==> config.mk <==
export PLATFORM = sky130hd
export DESIGN_NAME = fopc_top
export DESIGN_NICKNAME = d
export VERILOG_FILES = /design/src/pkg/fopc_pkg.sv /design/src/verilog/fopc_top.sv
export SDC_FILE = /design/constraint.sdc
export NUM_CORES = 1
export LEC_CHECK = 0
export ABC_AREA = 0
export BUFFER_PORTS_ARGS = -buffer_cell sky130_fd_sc_hd__buf_4
export CORE_MARGIN = 2
export CORE_UTILIZATION = 55
export CTS_CLUSTER_SIZE = 14
export DETAILED_ROUTE_END_ITERATION = 8
export PLACE_DENSITY = 0.83
export SYNTH_ARGS = -nofsm -noshare
export SYNTH_HDL_FRONTEND = slang
export SYNTH_SLANG_ARGS = --single-unit
export TNS_END_PERCENT = 30
==> constraint.sdc <==
create_clock -name clk_sys_i -period 5.3 [get_ports clk_sys_i]
set_input_delay 0.53 -clock clk_sys_i [delete_from_list [all_inputs] [get_ports clk_sys_i]]
set_output_delay 0.53 -clock clk_sys_i [all_outputs]
set_load 0.01 [all_outputs]
==> src/pkg/fopc_pkg.sv <==
package fopc_pkg;
    // register offsets on the plain register port
    localparam logic [7:0] OFS_CTRL = 8'h00;
    localparam logic [7:0] OFS_KEY = 8'h04;
    localparam logic [7:0] OFS_SEL = 8'h08;
    localparam logic [7:0] OFS_TGT = 8'h0C;
    localparam logic [7:0] OFS_FREQ = 8'h10;
    localparam logic [7:0] OFS_STAT = 8'h14;
    // field positions
    localparam int BIT_DL_REQ = 0;
    localparam int BIT_SEL_PROG = 0;
    localparam int BIT_SEL_ERASE = 1;
    localparam int BIT_TGT_ERR = 7;
    localparam int BIT_RES_SEL = 2;
    localparam int BIT_RES_KEY = 1;
    // key and marker values
    localparam logic [7:0] KEY_DOWNLOAD = 8'hA5;
    localparam logic [7:0] KEY_CLEAR = 8'h00;
    localparam logic [7:0] RESULT_OK = 8'h00;
    localparam logic [31:0] PROG_END_ADDR = 32'hFFFFFFFF;
    localparam logic [7:0] ERASE_END_BLK = 8'hFF;
    localparam logic [7:0] FREQ_MIN_MHZ = 8'h05;
    localparam logic [7:0] FREQ_MAX_MHZ = 8'h21;
    localparam int CHUNK_BYTES = 128;
    localparam int CHUNK_ADDR_BITS = 7;
    // boot host commands
    typedef enum logic [2:0] {
        FOPC_CMD_NONE = 3'h0,
        FOPC_CMD_PROG_PREP = 3'h1,
        FOPC_CMD_ERASE_PREP = 3'h2,
        FOPC_CMD_PROG = 3'h3,
        FOPC_CMD_ERASE = 3'h4,
        FOPC_CMD_DATA = 3'h5,
        FOPC_CMD_READ = 3'h6
    } fopc_cmd_t;
    // boot sequencer states
    typedef enum logic [6:0] {
        BT_INQUIRY = 7'b0000001,
        BT_ERASE_ALL = 7'b0000010,
        BT_CMD_WAIT = 7'b0000100,
        BT_PROG_WAIT = 7'b0001000,
        BT_PROG_DATA = 7'b0010000,
        BT_ERASE_WAIT = 7'b0100000,
        BT_USER = 7'b1000000
    } fopc_boot_t;
    // download sequencer states
    typedef enum logic [5:0] {
        DL_IDLE = 6'b000001,
        DL_MAP = 6'b000010,
        DL_CHECK = 6'b000100,
        DL_COPY = 6'b001000,
        DL_RESULT = 6'b010000,
        DL_UNMAP = 6'b100000
    } fopc_dl_t;
endpackage : fopc_pkg

==> src/verilog/fopc_top.sv <==
// Summary of operation
// - after inquiry both memory arrays are erased before any program or erase command
// - program preparation enters program-data wait; host sends command, address, data
// - all-ones start address leaves program-data wait back to command wait
// - erase preparation enters erase-block wait; each erase command carries a block
// - block number FF returns from erase-block wait to command wait
// - boot reads are granted only after the automatic full erase
// - user program mode keeps the boot array write protected
// - each program operation writes exactly one 128-byte unit
// - more than one selected program skips download and flags selection error
// - request bit sets only with key A5 and a write from on-chip RAM
// - request starts download and reads back zero once control returns
// - download maps store, checks, copies, clears request, writes result, unmaps
// - during download interrupts are held and CPU state is frozen
// - result byte 00 at target start means download succeeded
// - result bit 2 is selection fault, bit 1 key fault; target fault sets target register bit 7 and writes no result
// - initialization rejects cpu frequency outside 5 to 33 MHz
//
// Chosen here: strobed register access and the address map.
`timescale 1ns/10ps
module fopc_top #(
    parameter int DL_LEN = 16,
    parameter int TGT_SLOTS = 4,
    parameter int RAM_AW = 12
) (
    input wire logic clk_sys_i,
    input wire logic rst_b_i,
    input wire logic user_mode_i,
    input wire logic inquiry_done_i,
    input wire logic erase_all_done_i,
    input wire logic cmd_valid_i,
    input wire fopc_pkg::fopc_cmd_t cmd_code_i,
    input wire logic [31:0] cmd_arg_i,
    input wire logic [7:0] reg_addr_i,
    input wire logic [7:0] reg_wdata_i,
    input wire logic reg_wr_i,
    input wire logic reg_rd_i,
    input wire logic exec_in_ram_i,
    input wire logic [7:0] store_data_i,
    output logic [7:0] reg_rdata_o,
    output logic erase_all_o,
    output logic read_grant_o,
    output logic read_refuse_o,
    output logic prog_byte_we_o,
    output logic [7:0] prog_byte_o,
    output logic prog_chunk_o,
    output logic [31:0] prog_addr_o,
    output logic erase_blk_o,
    output logic [7:0] erase_blk_num_o,
    output logic boot_array_wp_o,
    output logic map_store_o,
    output logic [RAM_AW-1:0] store_addr_o,
    output logic ram_we_o,
    output logic [RAM_AW-1:0] ram_addr_o,
    output logic [7:0] ram_wdata_o,
    output logic irq_hold_o,
    output logic cpu_hold_o
);
    import fopc_pkg::*;

    localparam int SLOT_BYTES = DL_LEN + 1;
    localparam int CW = $clog2(CHUNK_BYTES + 1);
    localparam int DW = $clog2(DL_LEN + 2);

    fopc_boot_t boot_ff, nxt_boot;
    fopc_dl_t dl_ff, nxt_dl;
    logic [CW-1:0] chunk_cnt_ff;
    logic [DW-1:0] dl_cnt_ff;
    logic [7:0] key_ff;
    logic [1:0] sel_ff;
    logic [6:0] tgt_idx_ff;
    logic tgt_err_ff;
    logic [7:0] freq_ff;
    logic init_ok_ff;
    logic init_err_ff;
    logic dl_req_ff;
    logic arrays_erased_ff;
    logic [7:0] result_ff;

    // register decode
    wire wr_ctrl = reg_wr_i && (reg_addr_i == OFS_CTRL);
    wire wr_key = reg_wr_i && (reg_addr_i == OFS_KEY);
    wire wr_sel = reg_wr_i && (reg_addr_i == OFS_SEL);
    wire wr_tgt = reg_wr_i && (reg_addr_i == OFS_TGT);
    wire wr_freq = reg_wr_i && (reg_addr_i == OFS_FREQ);
    wire dl_busy = (dl_ff != DL_IDLE);

    // request accepted only with the key and from on-chip RAM
    wire req_ok = wr_ctrl && reg_wdata_i[BIT_DL_REQ] && (key_ff == KEY_DOWNLOAD)
                  && exec_in_ram_i && user_mode_i && !dl_busy;

    // download checks
    wire sel_multi = (sel_ff[BIT_SEL_PROG] && sel_ff[BIT_SEL_ERASE]);
    wire sel_none = (sel_ff == 2'b00);
    wire key_bad = (key_ff != KEY_DOWNLOAD);
    wire tgt_bad = (32'(tgt_idx_ff) >= 32'(TGT_SLOTS));
    wire [RAM_AW-1:0] tgt_base = RAM_AW'(32'(tgt_idx_ff) * SLOT_BYTES);
    wire copy_last = (32'(dl_cnt_ff) == 32'(DL_LEN));

    // frequency range check for initialization
    wire freq_in_range = (reg_wdata_i >= FREQ_MIN_MHZ) && (reg_wdata_i <= FREQ_MAX_MHZ);

    // boot command decode
    wire cmd_prog_end = (cmd_code_i == FOPC_CMD_PROG) && (cmd_arg_i == PROG_END_ADDR);
    wire cmd_erase_end = (cmd_code_i == FOPC_CMD_ERASE) && (cmd_arg_i[7:0] == ERASE_END_BLK);
    wire chunk_full = (32'(chunk_cnt_ff) == 32'(CHUNK_BYTES - 1));
    wire data_in = cmd_valid_i && (cmd_code_i == FOPC_CMD_DATA);

    // read-back mux; request bit always reads zero
    logic [7:0] rd_mux;
    always_comb
    begin
        case (reg_addr_i)
            OFS_CTRL: rd_mux = 8'h00;
            OFS_KEY: rd_mux = key_ff;
            OFS_SEL: rd_mux = {6'h00, sel_ff};
            OFS_TGT: rd_mux = {tgt_err_ff, tgt_idx_ff};
            OFS_FREQ: rd_mux = freq_ff;
            OFS_STAT: rd_mux = {4'h0, dl_busy, arrays_erased_ff, init_err_ff, init_ok_ff};
            default: rd_mux = 8'h00;
        endcase
    end

    // boot sequencer next state
    always_comb
    begin
        nxt_boot = boot_ff;
        case (boot_ff)
            BT_INQUIRY:
                if (user_mode_i)
                    nxt_boot = BT_USER;
                else if (inquiry_done_i)
                    nxt_boot = BT_ERASE_ALL;
            BT_ERASE_ALL:
                if (erase_all_done_i)
                    nxt_boot = BT_CMD_WAIT;
            BT_CMD_WAIT:
                if (cmd_valid_i && cmd_code_i == FOPC_CMD_PROG_PREP)
                    nxt_boot = BT_PROG_WAIT;
                else if (cmd_valid_i && cmd_code_i == FOPC_CMD_ERASE_PREP)
                    nxt_boot = BT_ERASE_WAIT;
            BT_PROG_WAIT:
                if (cmd_valid_i && cmd_prog_end)
                    nxt_boot = BT_CMD_WAIT;
                else if (cmd_valid_i && cmd_code_i == FOPC_CMD_PROG)
                    nxt_boot = BT_PROG_DATA;
            BT_PROG_DATA:
                if (data_in && chunk_full)
                    nxt_boot = BT_PROG_WAIT;
            BT_ERASE_WAIT:
                if (cmd_valid_i && cmd_erase_end)
                    nxt_boot = BT_CMD_WAIT;
            BT_USER:
                nxt_boot = BT_USER;
            default:
                nxt_boot = BT_INQUIRY;
        endcase
    end

    // download sequencer next state
    always_comb
    begin
        nxt_dl = dl_ff;
        case (dl_ff)
            DL_IDLE:
                if (dl_req_ff)
                    nxt_dl = DL_MAP;
            DL_MAP:
                nxt_dl = DL_CHECK;
            DL_CHECK:
                if (tgt_bad)
                    nxt_dl = DL_UNMAP;
                else if (sel_multi || sel_none || key_bad)
                    nxt_dl = DL_RESULT;
                else
                    nxt_dl = DL_COPY;
            DL_COPY:
                if (copy_last)
                    nxt_dl = DL_RESULT;
            DL_RESULT:
                nxt_dl = DL_UNMAP;
            DL_UNMAP:
                nxt_dl = DL_IDLE;
            default:
                nxt_dl = DL_IDLE;
        endcase
    end

    // state registers
    always_ff @(posedge clk_sys_i or negedge rst_b_i)
    begin
        if (!rst_b_i)
        begin
            boot_ff <= BT_INQUIRY;
            dl_ff <= DL_IDLE;
        end
        else
        begin
            boot_ff <= nxt_boot;
            dl_ff <= nxt_dl;
        end
    end

    // software registers
    always_ff @(posedge clk_sys_i or negedge rst_b_i)
    begin
        if (!rst_b_i)
        begin
            key_ff <= KEY_CLEAR;
            sel_ff <= 2'b00;
            tgt_idx_ff <= 7'h00;
            freq_ff <= 8'h00;
            init_ok_ff <= 1'b0;
            init_err_ff <= 1'b0;
        end
        else
        begin
            if (wr_key)
                key_ff <= reg_wdata_i; // cleared by caller afterwards
            if (wr_sel)
                sel_ff <= reg_wdata_i[1:0];
            if (wr_tgt)
                tgt_idx_ff <= reg_wdata_i[6:0];
            if (wr_freq)
            begin
                freq_ff <= reg_wdata_i;
                init_ok_ff <= freq_in_range;
                init_err_ff <= !freq_in_range;
            end
        end
    end

    // request bit, target fault flag and result byte
    always_ff @(posedge clk_sys_i or negedge rst_b_i)
    begin
        if (!rst_b_i)
        begin
            dl_req_ff <= 1'b0;
            tgt_err_ff <= 1'b0;
            result_ff <= RESULT_OK;
        end
        else
        begin
            if (req_ok)
                dl_req_ff <= 1'b1;
            else if (dl_ff == DL_RESULT || (dl_ff == DL_CHECK && tgt_bad))
                dl_req_ff <= 1'b0;
            if (dl_ff == DL_CHECK)
            begin
                tgt_err_ff <= tgt_bad;
                result_ff <= RESULT_OK;
                result_ff[BIT_RES_SEL] <= sel_multi || sel_none;
                result_ff[BIT_RES_KEY] <= key_bad;
            end
        end
    end

    // copy counter and store mapping
    always_ff @(posedge clk_sys_i or negedge rst_b_i)
    begin
        if (!rst_b_i)
        begin
            dl_cnt_ff <= '0;
            map_store_o <= 1'b0;
            store_addr_o <= '0;
        end
        else
        begin
            dl_cnt_ff <= (dl_ff == DL_COPY) ? dl_cnt_ff + 1'b1 : '0;
            map_store_o <= (nxt_dl != DL_IDLE) && (nxt_dl != DL_UNMAP);
            store_addr_o <= (nxt_dl == DL_COPY) ? RAM_AW'(dl_cnt_ff) : '0;
        end
    end

    // RAM writes: program bytes after the result slot, result at slot start
    always_ff @(posedge clk_sys_i or negedge rst_b_i)
    begin
        if (!rst_b_i)
        begin
            ram_we_o <= 1'b0;
            ram_addr_o <= '0;
            ram_wdata_o <= 8'h00;
        end
        else if (dl_ff == DL_COPY && dl_cnt_ff != '0)
        begin
            ram_we_o <= 1'b1;
            ram_addr_o <= tgt_base + RAM_AW'(dl_cnt_ff);
            ram_wdata_o <= store_data_i;
        end
        else if (dl_ff == DL_RESULT)
        begin
            ram_we_o <= 1'b1;
            ram_addr_o <= tgt_base;
            ram_wdata_o <= result_ff;
        end
        else
        begin
            ram_we_o <= 1'b0;
            ram_addr_o <= '0;
            ram_wdata_o <= 8'h00;
        end
    end

    // interrupt and CPU hold across the whole download
    always_ff @(posedge clk_sys_i or negedge rst_b_i)
    begin
        if (!rst_b_i)
        begin
            irq_hold_o <= 1'b0;
            cpu_hold_o <= 1'b0;
        end
        else
        begin
            irq_hold_o <= req_ok || dl_req_ff || (nxt_dl != DL_IDLE);
            cpu_hold_o <= req_ok || dl_req_ff || (nxt_dl != DL_IDLE);
        end
    end

    // boot chunk assembly and erase requests
    always_ff @(posedge clk_sys_i or negedge rst_b_i)
    begin
        if (!rst_b_i)
        begin
            chunk_cnt_ff <= '0;
            arrays_erased_ff <= 1'b0;
            erase_all_o <= 1'b0;
            prog_byte_we_o <= 1'b0;
            prog_byte_o <= 8'h00;
            prog_chunk_o <= 1'b0;
            prog_addr_o <= 32'h00000000;
            erase_blk_o <= 1'b0;
            erase_blk_num_o <= 8'h00;
            read_grant_o <= 1'b0;
            read_refuse_o <= 1'b0;
            boot_array_wp_o <= 1'b1;
        end
        else
        begin
            erase_all_o <= (nxt_boot == BT_ERASE_ALL);
            if (boot_ff == BT_ERASE_ALL && erase_all_done_i)
                arrays_erased_ff <= 1'b1;
            if (boot_ff == BT_PROG_WAIT && cmd_valid_i && cmd_code_i == FOPC_CMD_PROG
                && !cmd_prog_end)
                prog_addr_o <= {cmd_arg_i[31:CHUNK_ADDR_BITS], {CHUNK_ADDR_BITS{1'b0}}};
            if (boot_ff == BT_PROG_DATA && data_in)
                chunk_cnt_ff <= chunk_full ? '0 : chunk_cnt_ff + 1'b1;
            prog_byte_we_o <= (boot_ff == BT_PROG_DATA) && data_in;
            prog_byte_o <= cmd_arg_i[7:0];
            prog_chunk_o <= (boot_ff == BT_PROG_DATA) && data_in && chunk_full;
            erase_blk_o <= (boot_ff == BT_ERASE_WAIT) && cmd_valid_i
                           && (cmd_code_i == FOPC_CMD_ERASE) && !cmd_erase_end;
            erase_blk_num_o <= cmd_arg_i[7:0];
            read_grant_o <= (boot_ff == BT_CMD_WAIT) && cmd_valid_i
                            && (cmd_code_i == FOPC_CMD_READ) && arrays_erased_ff;
            read_refuse_o <= cmd_valid_i && (cmd_code_i == FOPC_CMD_READ)
                             && !((boot_ff == BT_CMD_WAIT) && arrays_erased_ff);
            boot_array_wp_o <= user_mode_i || (boot_ff != BT_CMD_WAIT
                               && boot_ff != BT_PROG_WAIT && boot_ff != BT_PROG_DATA
                               && boot_ff != BT_ERASE_WAIT);
        end
    end

    // registered read data
    always_ff @(posedge clk_sys_i or negedge rst_b_i)
    begin
        if (!rst_b_i)
            reg_rdata_o <= 8'h00;
        else
            reg_rdata_o <= reg_rd_i ? rd_mux : 8'h00;
    end

endmodule : fopc_top
Yosys cells after proc, flatten, opt, wreduce, memory -nomap -nowiden
Cells that the tools add are included.
Storage, ports and cells
  output and inout bits: 99
  register bits after elaboration: 134
  memory bits (read-only): 0
  memories: 0
  memory bits (writable): 0
  bits in latches: 0
  input bits: 68
Operators by class
  shifts and indexed selects: 0
  bitwise logic cells: 0
  divide/modulo/power cells: 0
  order comparisons: 3
  multiplexer cells: 28
  add/sub/neg operators: 3
  $mul: 1
  reductions and logical operators: 57
  equal/unequal tests: 38
Operator list (count)
  7-bit two-way mux: 9
  7-bit case mux with 7 select lines: 1
  1-bit logical AND: 42
  8-bit case mux with 5 select lines: 1
  32-bit equality test, second input constant: 1
  6-bit case mux with 5 select lines: 1
  12-bit two-way mux: 2
  8-bit two-way mux: 3
  6-bit two-way mux: 3
  8-bit by 4-bit equality test with 1-bit output, second input constant: 2
  8-bit by 5-bit equality test with 1-bit output, second input constant: 2
  8-bit equality test, second input constant: 2
  5-bit two-way mux: 3
  7-bit by 2-bit equality test with 1-bit output, second input constant: 2
  12-bit by 5-bit adder with 12-bit output: 1
  6-bit by 4-bit equality test with 1-bit output, second input constant: 2
  7-bit by 5-bit multiplier with 12-bit output, second input constant: 1
  6-bit by 1-bit != test with 1-bit output, second input constant: 2
  3-bit equality test, second input constant: 3
  8-bit by 1-bit adder with 8-bit output, second input constant: 1
  8-bit by 3-bit equality test with 1-bit output, second input constant: 1
  8-bit by 7-bit equality test with 1-bit output, second input constant: 1
  8-bit by 3-bit >= comparator with 1-bit output, second input constant: 1
  8-bit by 6-bit less-or-equal comparator with 1-bit output, second input constant: 1
  other kinds (29): 42

Depth between registers and ports, before layout
Gate-level depths: netlist of run 1.
  depth in word-level cells: 9
  gate-level depth with buffers: 9
  gate-level depth less buffers: 9

Worst setup path after synthesis of run 1
Ideal clock, no wire load.
  kind: input to register
  start: input reg_addr_i[1]
  end: register init_err_ff
  library setup time: 0.137 ns
  cell stages on the path: 5
  data arrival time: 2.128 ns
  buffers on the path: 0
  path slack: 3.035 ns
  cell sequence: or4_4 > nor4b_4 > nand2_1 > or4_1 > a21boi_1
Between the ends
  word-level cells in the longest chain between the ends: 2
Ends and longest elaborated chain
  start: declaration: RTL line fopc_top.sv:34  | input wire logic [7:0] reg_addr_i,
  8-bit by 5-bit equality test with 1-bit output: RTL line fopc_top.sv:85  | wire wr_freq = reg_wr_i && (reg_addr_i == OFS_FREQ);
  1-bit logical AND: RTL line fopc_top.sv:85
  end signal: assignment: RTL line fopc_top.sv:228  | init_err_ff <= !freq_in_range;
  end: declaration: RTL line fopc_top.sv:75  | logic init_err_ff;
Every way passes these cells.
A chain may end at the register's enable or synchronous reset.

Final worst setup path of run 1
  start: register boot_ff[5]
  end: register prog_addr_o[9]
Between the ends
  word-level cells in the longest chain between the ends: 4
Ends and longest elaborated chain
  start: declaration: RTL line fopc_top.sv:65  | fopc_boot_t boot_ff, nxt_boot;
  start signal: assignment: RTL line fopc_top.sv:199  | boot_ff <= nxt_boot;
  7-bit by 4-bit equality test with 1-bit output: RTL line fopc_top.sv:342  | if (boot_ff == BT_PROG_WAIT && cmd_valid_i && cmd_code_i == FOPC_CMD_PROG
  1-bit logical AND (2 in series): RTL line fopc_top.sv:342
  1-bit logical AND: RTL line fopc_top.sv:343  | && !cmd_prog_end)
  end signal: assignment: RTL line fopc_top.sv:344  | prog_addr_o <= {cmd_arg_i[31:CHUNK_ADDR_BITS], {CHUNK_ADDR_BITS{1'b0}}};
  end: declaration: RTL line fopc_top.sv:47  | output logic [31:0] prog_addr_o,
Every way passes these cells.

==> results.ini, run 1 <==
[status]
status = finished clean

[yosys]
yosysTopAreaCell = dfrtp_1
ys_seq_elements = 134
synth.cell_area_um2 = 6300
synth.avg_cell_area_um2 = 11.5
synth-edff-count = 0
synth_ff_type = dfrtp_1
async_flop_share = 1.00
yosysWarnings = 0
synth_area_leaders = dfrtp_1 52%, mux2_2 9.3%, buf_4 2.9%
ys_seq_area_frac = 0.533
yosysTopAreaCellShare = 0.521
ys_types = 68
syn_inst = 549

[power]
vdd_ir_drop_max_uv = 222
leakagePower_nw = 4.01
power.density_nw_per_um2 = 310

[critical_path]
reg2reg_setup_slack_ns = 2.63
cp_common_cell = nor2_1
reg2reg_to = prog_addr_o[9]
crit_arrival_ns = 2.97
reg2reg_from = boot_ff[5]
critPathRequiredTime_ns = 5.60
worstRegToRegCells = 5
max_stage_delay_ns = 0.97
slowest_stage = and3_1
cp_num_buf_inv = 0
crit_path_end_kind = flop
crit_fanout = 26
path_class = flop to flop
cp_top_family = simple AND/OR/NAND/NOR gates
cp-start-kind = flop
path_cells = nor2_1, nand2_1, nor2_1, and3_1, mux2_2

[clocking]
clock-root-buffer = clkbuf_16
cts_buffer_depth = 2
cts_tree = yes
cts.sinks = 134
htree_num_levels = 4
cts_resized = 0
post_cts_buffers = 0
path_clk_slew_ns = 0.06
clock_latency_ns = 0.42
ctsHoldBuffers = 0
cts_buffers = 17

[grt]
overflow = 0
grt_max_degree = 72
track_usage = 0.256
grt_pass1_wl_um = 25300
grt_pass1_vias = 5079
antenna_found_initial = 0

[floorplan]
ioPinCount = 167
core_area_um2 = 11300
die_area_um2 = 12300
start_util = 0.559
fp.dieW_um = 111
rows = 39
die_h_um = 111

[timing]
fin_setup_tns_ns = 0
max_slew_margin = 0.236
timing.final.max_slew_violations = 0
finalCritPeriodShare = 0.505
fmax_mhz = 374
tightest_slew_ns = 1.15
setup_violations = 0
finalClockSkew_ns = 0.00951
rsz0062_at_grt = no
hold_viol = 0
finalCriticalPeriod_ns = 2.67

[finish]
nNetsFinal = 780
antenna_cells = 0
stdcell_count = 852
layout-drive-gt1-share = 0.360
area_delta_synth_final_pct = 27.4
final_area_um2 = 8020
fill_cells = 784
layout_common_cells = 155 x buf_4, 131 x dfrtp_1, 52 x mux2_2
final_common_cell = buf_4
multiInputGateArea_um2 = 2690
area.sequential_um2 = 3360

[place]
dp.cells = 820
gp_congestion = 0.940
io_buffers = 152
dpl.hpwl_um = 10800
dpl_cell_area_um2 = 7440

[detailed_routing]
wire_per_inst_um = 18.0
ant_nets = 0
routed_via_density = 5.84
drt_iter0_drc = 382
num_vias = 4973
wirelength_um = 15300
firstDrtPassIters = 5
drc = 0

[min_path]
hold_path_class = input port to async pin

[run]
maxCapViolCount = 0

cell usage after synthesis, drive strengths merged (3+ instances only):
| cell | count |
|---|---|
| mux2i | 4 |
| nand2 | 37 |
| nor2 | 39 |
| a222oi | 4 |
| inv | 14 |
| or3 | 5 |
| nand2b | 9 |
| nor3 | 15 |
| clkbuf | 8 |
| ha | 14 |
| a211o | 3 |
| or2 | 3 |
| and2 | 9 |
| nand3 | 10 |
| mux2 | 52 |
| nor2b | 6 |
| nor3b | 5 |
| o22ai | 4 |
| a31oi | 5 |
| dfrtp | 131 |
| o21ai | 18 |
| o211ai | 5 |
| nor4 | 3 |
| a21boi | 3 |
| a22o | 5 |
| buf | 32 |
| or4 | 6 |
| xor2 | 9 |
| and3 | 5 |
| a21o | 3 |
| a21oi | 14 |
| xnor2 | 8 |
| dfstp | 3 |
| a221oi | 3 |
| and3b | 3 |
| nand4 | 14 |
| or4b | 4 |
| nand4b | 4 |
| nor4b | 4 |
layer usage:
metal  GRT usage  wire [µm]  vias to the layer above
li1            -          -                     2255
met1       0.322       6040                     2435
met2       0.417       7590                      238
met3      0.0771       1230                       45
met4       0.105        444                        0
met5           0          0                        -
final cells by class:
cell class,count,share of cell area
tap,143,0.0223
clock buffer,21,0.0574
timing repair buffer,155,0.145
multi-input combinational,374,0.335
sequential,134,0.418
inverter,14,0.00655
clock inverter,11,0.0156
stage by stage:
step	util	hold WS (ns)	setup slack, ns	total power (W)
3_3_place_gp	0.660	0.463	2.55	0.00133
5_1_grt	0.712	0.219	2.44	0.00257
6_report	0.712	0.201	2.63	0.00248
3_5_place_dp	0.660	0.462	2.45	0.00134
4_1_cts	0.712	0.220	2.68	0.00249
2_1_floorplan	-	0.234	3.03	0.00124
worst max-delay path by stage:
stage,startpoint,to,slack [ns],cells after the start
6_report,boot_ff[5],prog_addr_o[9],2.63,5
5_1_grt,boot_ff[5],prog_addr_o[9],2.44,5
4_1_cts,boot_ff[5],prog_addr_o[9],2.68,5
3_5_place_dp,reg_addr_i[1],init_err_ff,2.45,6
3_3_place_gp,reg_addr_i[1],init_err_ff,2.55,6
2_1_floorplan,reg_addr_i[1],init_err_ff,3.03,5
sequential cells by signal (all words and copies together), names as in the netlist, 2 cells and up:
register,count
prog_addr_o,25
ram_addr_o,12
chunk_cnt_ff,8
erase_blk_num_o,8
freq_ff,8
key_ff,8
ram_wdata_o,8
reg_rdata_o,8
boot_ff,7
tgt_idx_ff,7
dl_ff,6
dl_cnt_ff,5
store_addr_o,5
result_ff,2
sel_ff,2
power breakdown:
part,switching [W],total [W],internal [W]
Combinational,0.000124,0.000234,0.000109
Sequential,0.0000419,0.00110,0.00106
Clock,0.000434,0.00115,0.000716
cell families (layout without fill, tap and decap cells):
kind of cell	count (synthesis)	in the layout	synth area share
AND/OR/NAND/NOR	185	185	0.167
AO/OA/AOI/OAI	86	86	0.0944
adder cells (fa/ha/maj)	16	16	0.0342
flip-flops	134	134	0.533
multiplexers	56	56	0.0994
buffers and inverters	54	201	0.0481
XOR/XNOR	17	17	0.0236
other	1	14	0.000596
Note: power is estimated with default switching activity, not from simulation.
==> run 2: changes to the inputs <==
CORE_UTILIZATION = 53   (was 55)
PLACE_DENSITY = 0.8   (was 0.83)
clock period = 2.5 ns   (was 5.3 ns; I/O delays follow)
==> run 2 against run 1 <==
  * The run now ends with DRC left
  * Core utilization grew 0.65 points
  * Maximum frequency grew 14%
  * Combinational power grew 120%
  * Non-clock buffer count grew 21
  * Critical path type unchanged
  * Critical endpoint is now ram_addr_o[10]
  * Largest power group unchanged
==> results.ini, run 2 (synthesized netlist as in run 1, its figures left out) <==
[detailed_routing]
ant_nets = 0  ; unchanged
routed_via_density = 5.70  ; -2.4%
drt_iter0_drc = 481  ; +26%
wire_per_inst_um = 17.2  ; -4.2%
wirelength_um = 15000  ; -1.9%
num_vias = 4973  ; unchanged
drc = 9  ; +9
firstDrtPassIters = 8  ; +3

[grt]
track_usage = 0.247  ; -0.00894
overflow = 0  ; unchanged
grt_pass1_wl_um = 24700  ; -2.5%
grt_max_degree = 56  ; -22%
grt_pass1_vias = 4946  ; -2.6%
antenna_found_initial = 0  ; unchanged

[floorplan]
fp.dieW_um = 113  ; +1.8%
ioPinCount = 167  ; unchanged
start_util = 0.547  ; -0.0118
core_area_um2 = 11500  ; +2.2%
rows = 39  ; unchanged
die_h_um = 113  ; +1.8%
die_area_um2 = 12800  ; +3.6%

[place]
io_buffers = 152  ; unchanged
dpl.hpwl_um = 11000  ; +1.1%
dpl_cell_area_um2 = 7530  ; +1.2%
gp_congestion = 0.897  ; -4.6%
dp.cells = 829  ; +1.1%

[power]
switching_power_w = 0.00126  ; +110%
switching_share = 0.239  ; -0.00283
pwr-share-seq = 0.439  ; -0.004
clkPwrFrac = 0.463  ; about the same
power.density_nw_per_um2 = 640  ; +110%
vdd_ir_drop_max_uv = 561  ; +150%
internal-power_w = 0.00403  ; +110%
leakagePower_nw = 4.15  ; +3.5%
combPwrFrac = 0.098  ; +0.004

[clocking]
htree_num_levels = 4  ; unchanged
cts_tree = yes
clock_latency_ns = 0.41  ; about the same
cts.sinks = 134  ; unchanged
cts_buffer_depth = 2  ; unchanged
cts_buffers = 17  ; unchanged
path_clk_slew_ns = 0.06  ; about the same
clock-root-buffer = clkbuf_16

[timing]
fin_setup_tns_ns = 0  ; unchanged
worst_hold_slack_ns = 0.0207  ; -0.180 ns
timing.final.max_slew_violations = 0  ; unchanged
hold_viol = 0  ; unchanged
setup_violations = 0  ; unchanged
finalCriticalPeriod_ns = 2.34  ; -0.332 ns
max_slew_margin = 0.492  ; +0.257
finalCritPeriodShare = 0.937  ; +0.432
tightest_slew_ns = 0.761  ; -0.386 ns
finalClockSkew_ns = 0.00836  ; -0.00115 ns
fmax_mhz = 427  ; +14%

[finish]
layout_common_cells = 165 x buf_4, 130 x dfrtp_1, 52 x mux2_2
stdcell_count = 873  ; +2.5%
fin_util = 0.718  ; +0.00654
final_area_um2 = 8270  ; +3.1%
area_delta_synth_final_pct = 31.4
largest_register_ffs = 25  ; unchanged
final_common_cell = buf_4
nNetsFinal = 801  ; +2.7%
reg_top3 = prog_addr_o: 25 flops, ram_addr_o: 12 flops
layout-drive-gt1-share = 0.378  ; +0.0184
antenna_cells = 0  ; unchanged
largest_register = prog_addr_o

[critical_path]
critPathRequiredTime_ns = 2.79  ; -2.81 ns
crit_arrival_ns = 2.63  ; -0.34 ns
path_class = flop to flop
cp-start-kind = flop
crit_path_end_kind = flop
reg2reg_setup_slack_ns = 0.16  ; -2.47 ns
crit_fanout = 6  ; -77%

[min_path]
hold_path_class = input port to flop

[status]
status = finished, violations left
violations = DRC

[run]
maxCapViolCount = 0  ; unchanged

[run 2: changes by cell type in the layout (fill, tap and decap cells not counted), sizes merged]
cell | previous run | this run
clkinvlp | 5 | 4
dlygate4sd3 | 0 | 9
buf | 155 | 167
clkbuf | 21 | 23
bufinv | 2 | 1
[run 2: power by group through the flow]
| stage | registers (W) | logic [W] | clock network [W] |
|---|---|---|---|
| detailed placement | 0.00236 | 0.000498 | 0 |
| floorplan | 0.00232 | 0.000305 | 0 |
| CTS | 0.00232 | 0.000512 | 0.00249 |
| global route | 0.00233 | 0.000577 | 0.00258 |
| global placement | 0.00235 | 0.000483 | 0 |
| finish | 0.00232 | 0.000518 | 0.00245 |
[run 2: worst max-delay path, cell delays in order (launching register included)]
cell and delay (ns):
dfrtp_1 0.47, ha_1 0.35, inv_1 0.07, fa_2 0.42
nor2b_2 0.16, o21ai_0 0.11, xnor2_1 0.19, buf_4 0.16
nand4b_1 0.13, mux2i_1 0.15
[run 2: metrics by stage]
step	total power, W	setup slack, ns
2_1_floorplan	0.00263	0.278
3_3_place_gp	0.00284	0.167
3_5_place_dp	0.00286	-0.0217
4_1_cts	0.00532	0.0398
5_1_grt	0.00549	-0.0182
6_report	0.00529	0.158
[run 2: final timing paths]
check	from	end	cells after the start
setup / recovery	tgt_idx_ff[6]	ram_addr_o[10]	9
hold / removal	inquiry_done_i	boot_ff[0]	2
setup reg to reg	tgt_idx_ff[6]	ram_addr_o[10]	9
hold reg to reg	chunk_cnt_ff[6]	chunk_cnt_ff[6]	1
max in group asynchronous	rst_b_i	boot_array_wp_o	3
min in group asynchronous	rst_b_i	prog_addr_o[20]	2
[run 2: cell type report]
type / instances / area, µm²
Clock inverter: 9 / 91.3
Clock buffer: 23 / 508
Tap cell: 143 / 179
Sequential cell: 134 / 3360
Fill cell: 804 / 3240
Inverter: 14 / 52.6
Multi-Input combinational cell: 374 / 2710
Timing Repair Buffer: 176 / 1370
[run 2: repair_timing]
item | CTS | global route
endpoints found under the hold margin | 43 | 0
hold buffers | 9 | 0
pin swaps | 1 | 0
setup endpoints to repair | 2 | 4
gates resized for setup | 1 | 6
buffers inserted | 1 | 2
[run 2: metal layers]
layer / GRT usage / vias up / part of all wire
met3: 0.0589 / 40 / 0.068
met4: 0.107 / 0 / 0.028
met1: 0.321 / 2419 / 0.41
met5: 0 / - / 0
met2: 0.402 / 226 / 0.50
li1: - / 2288 / -
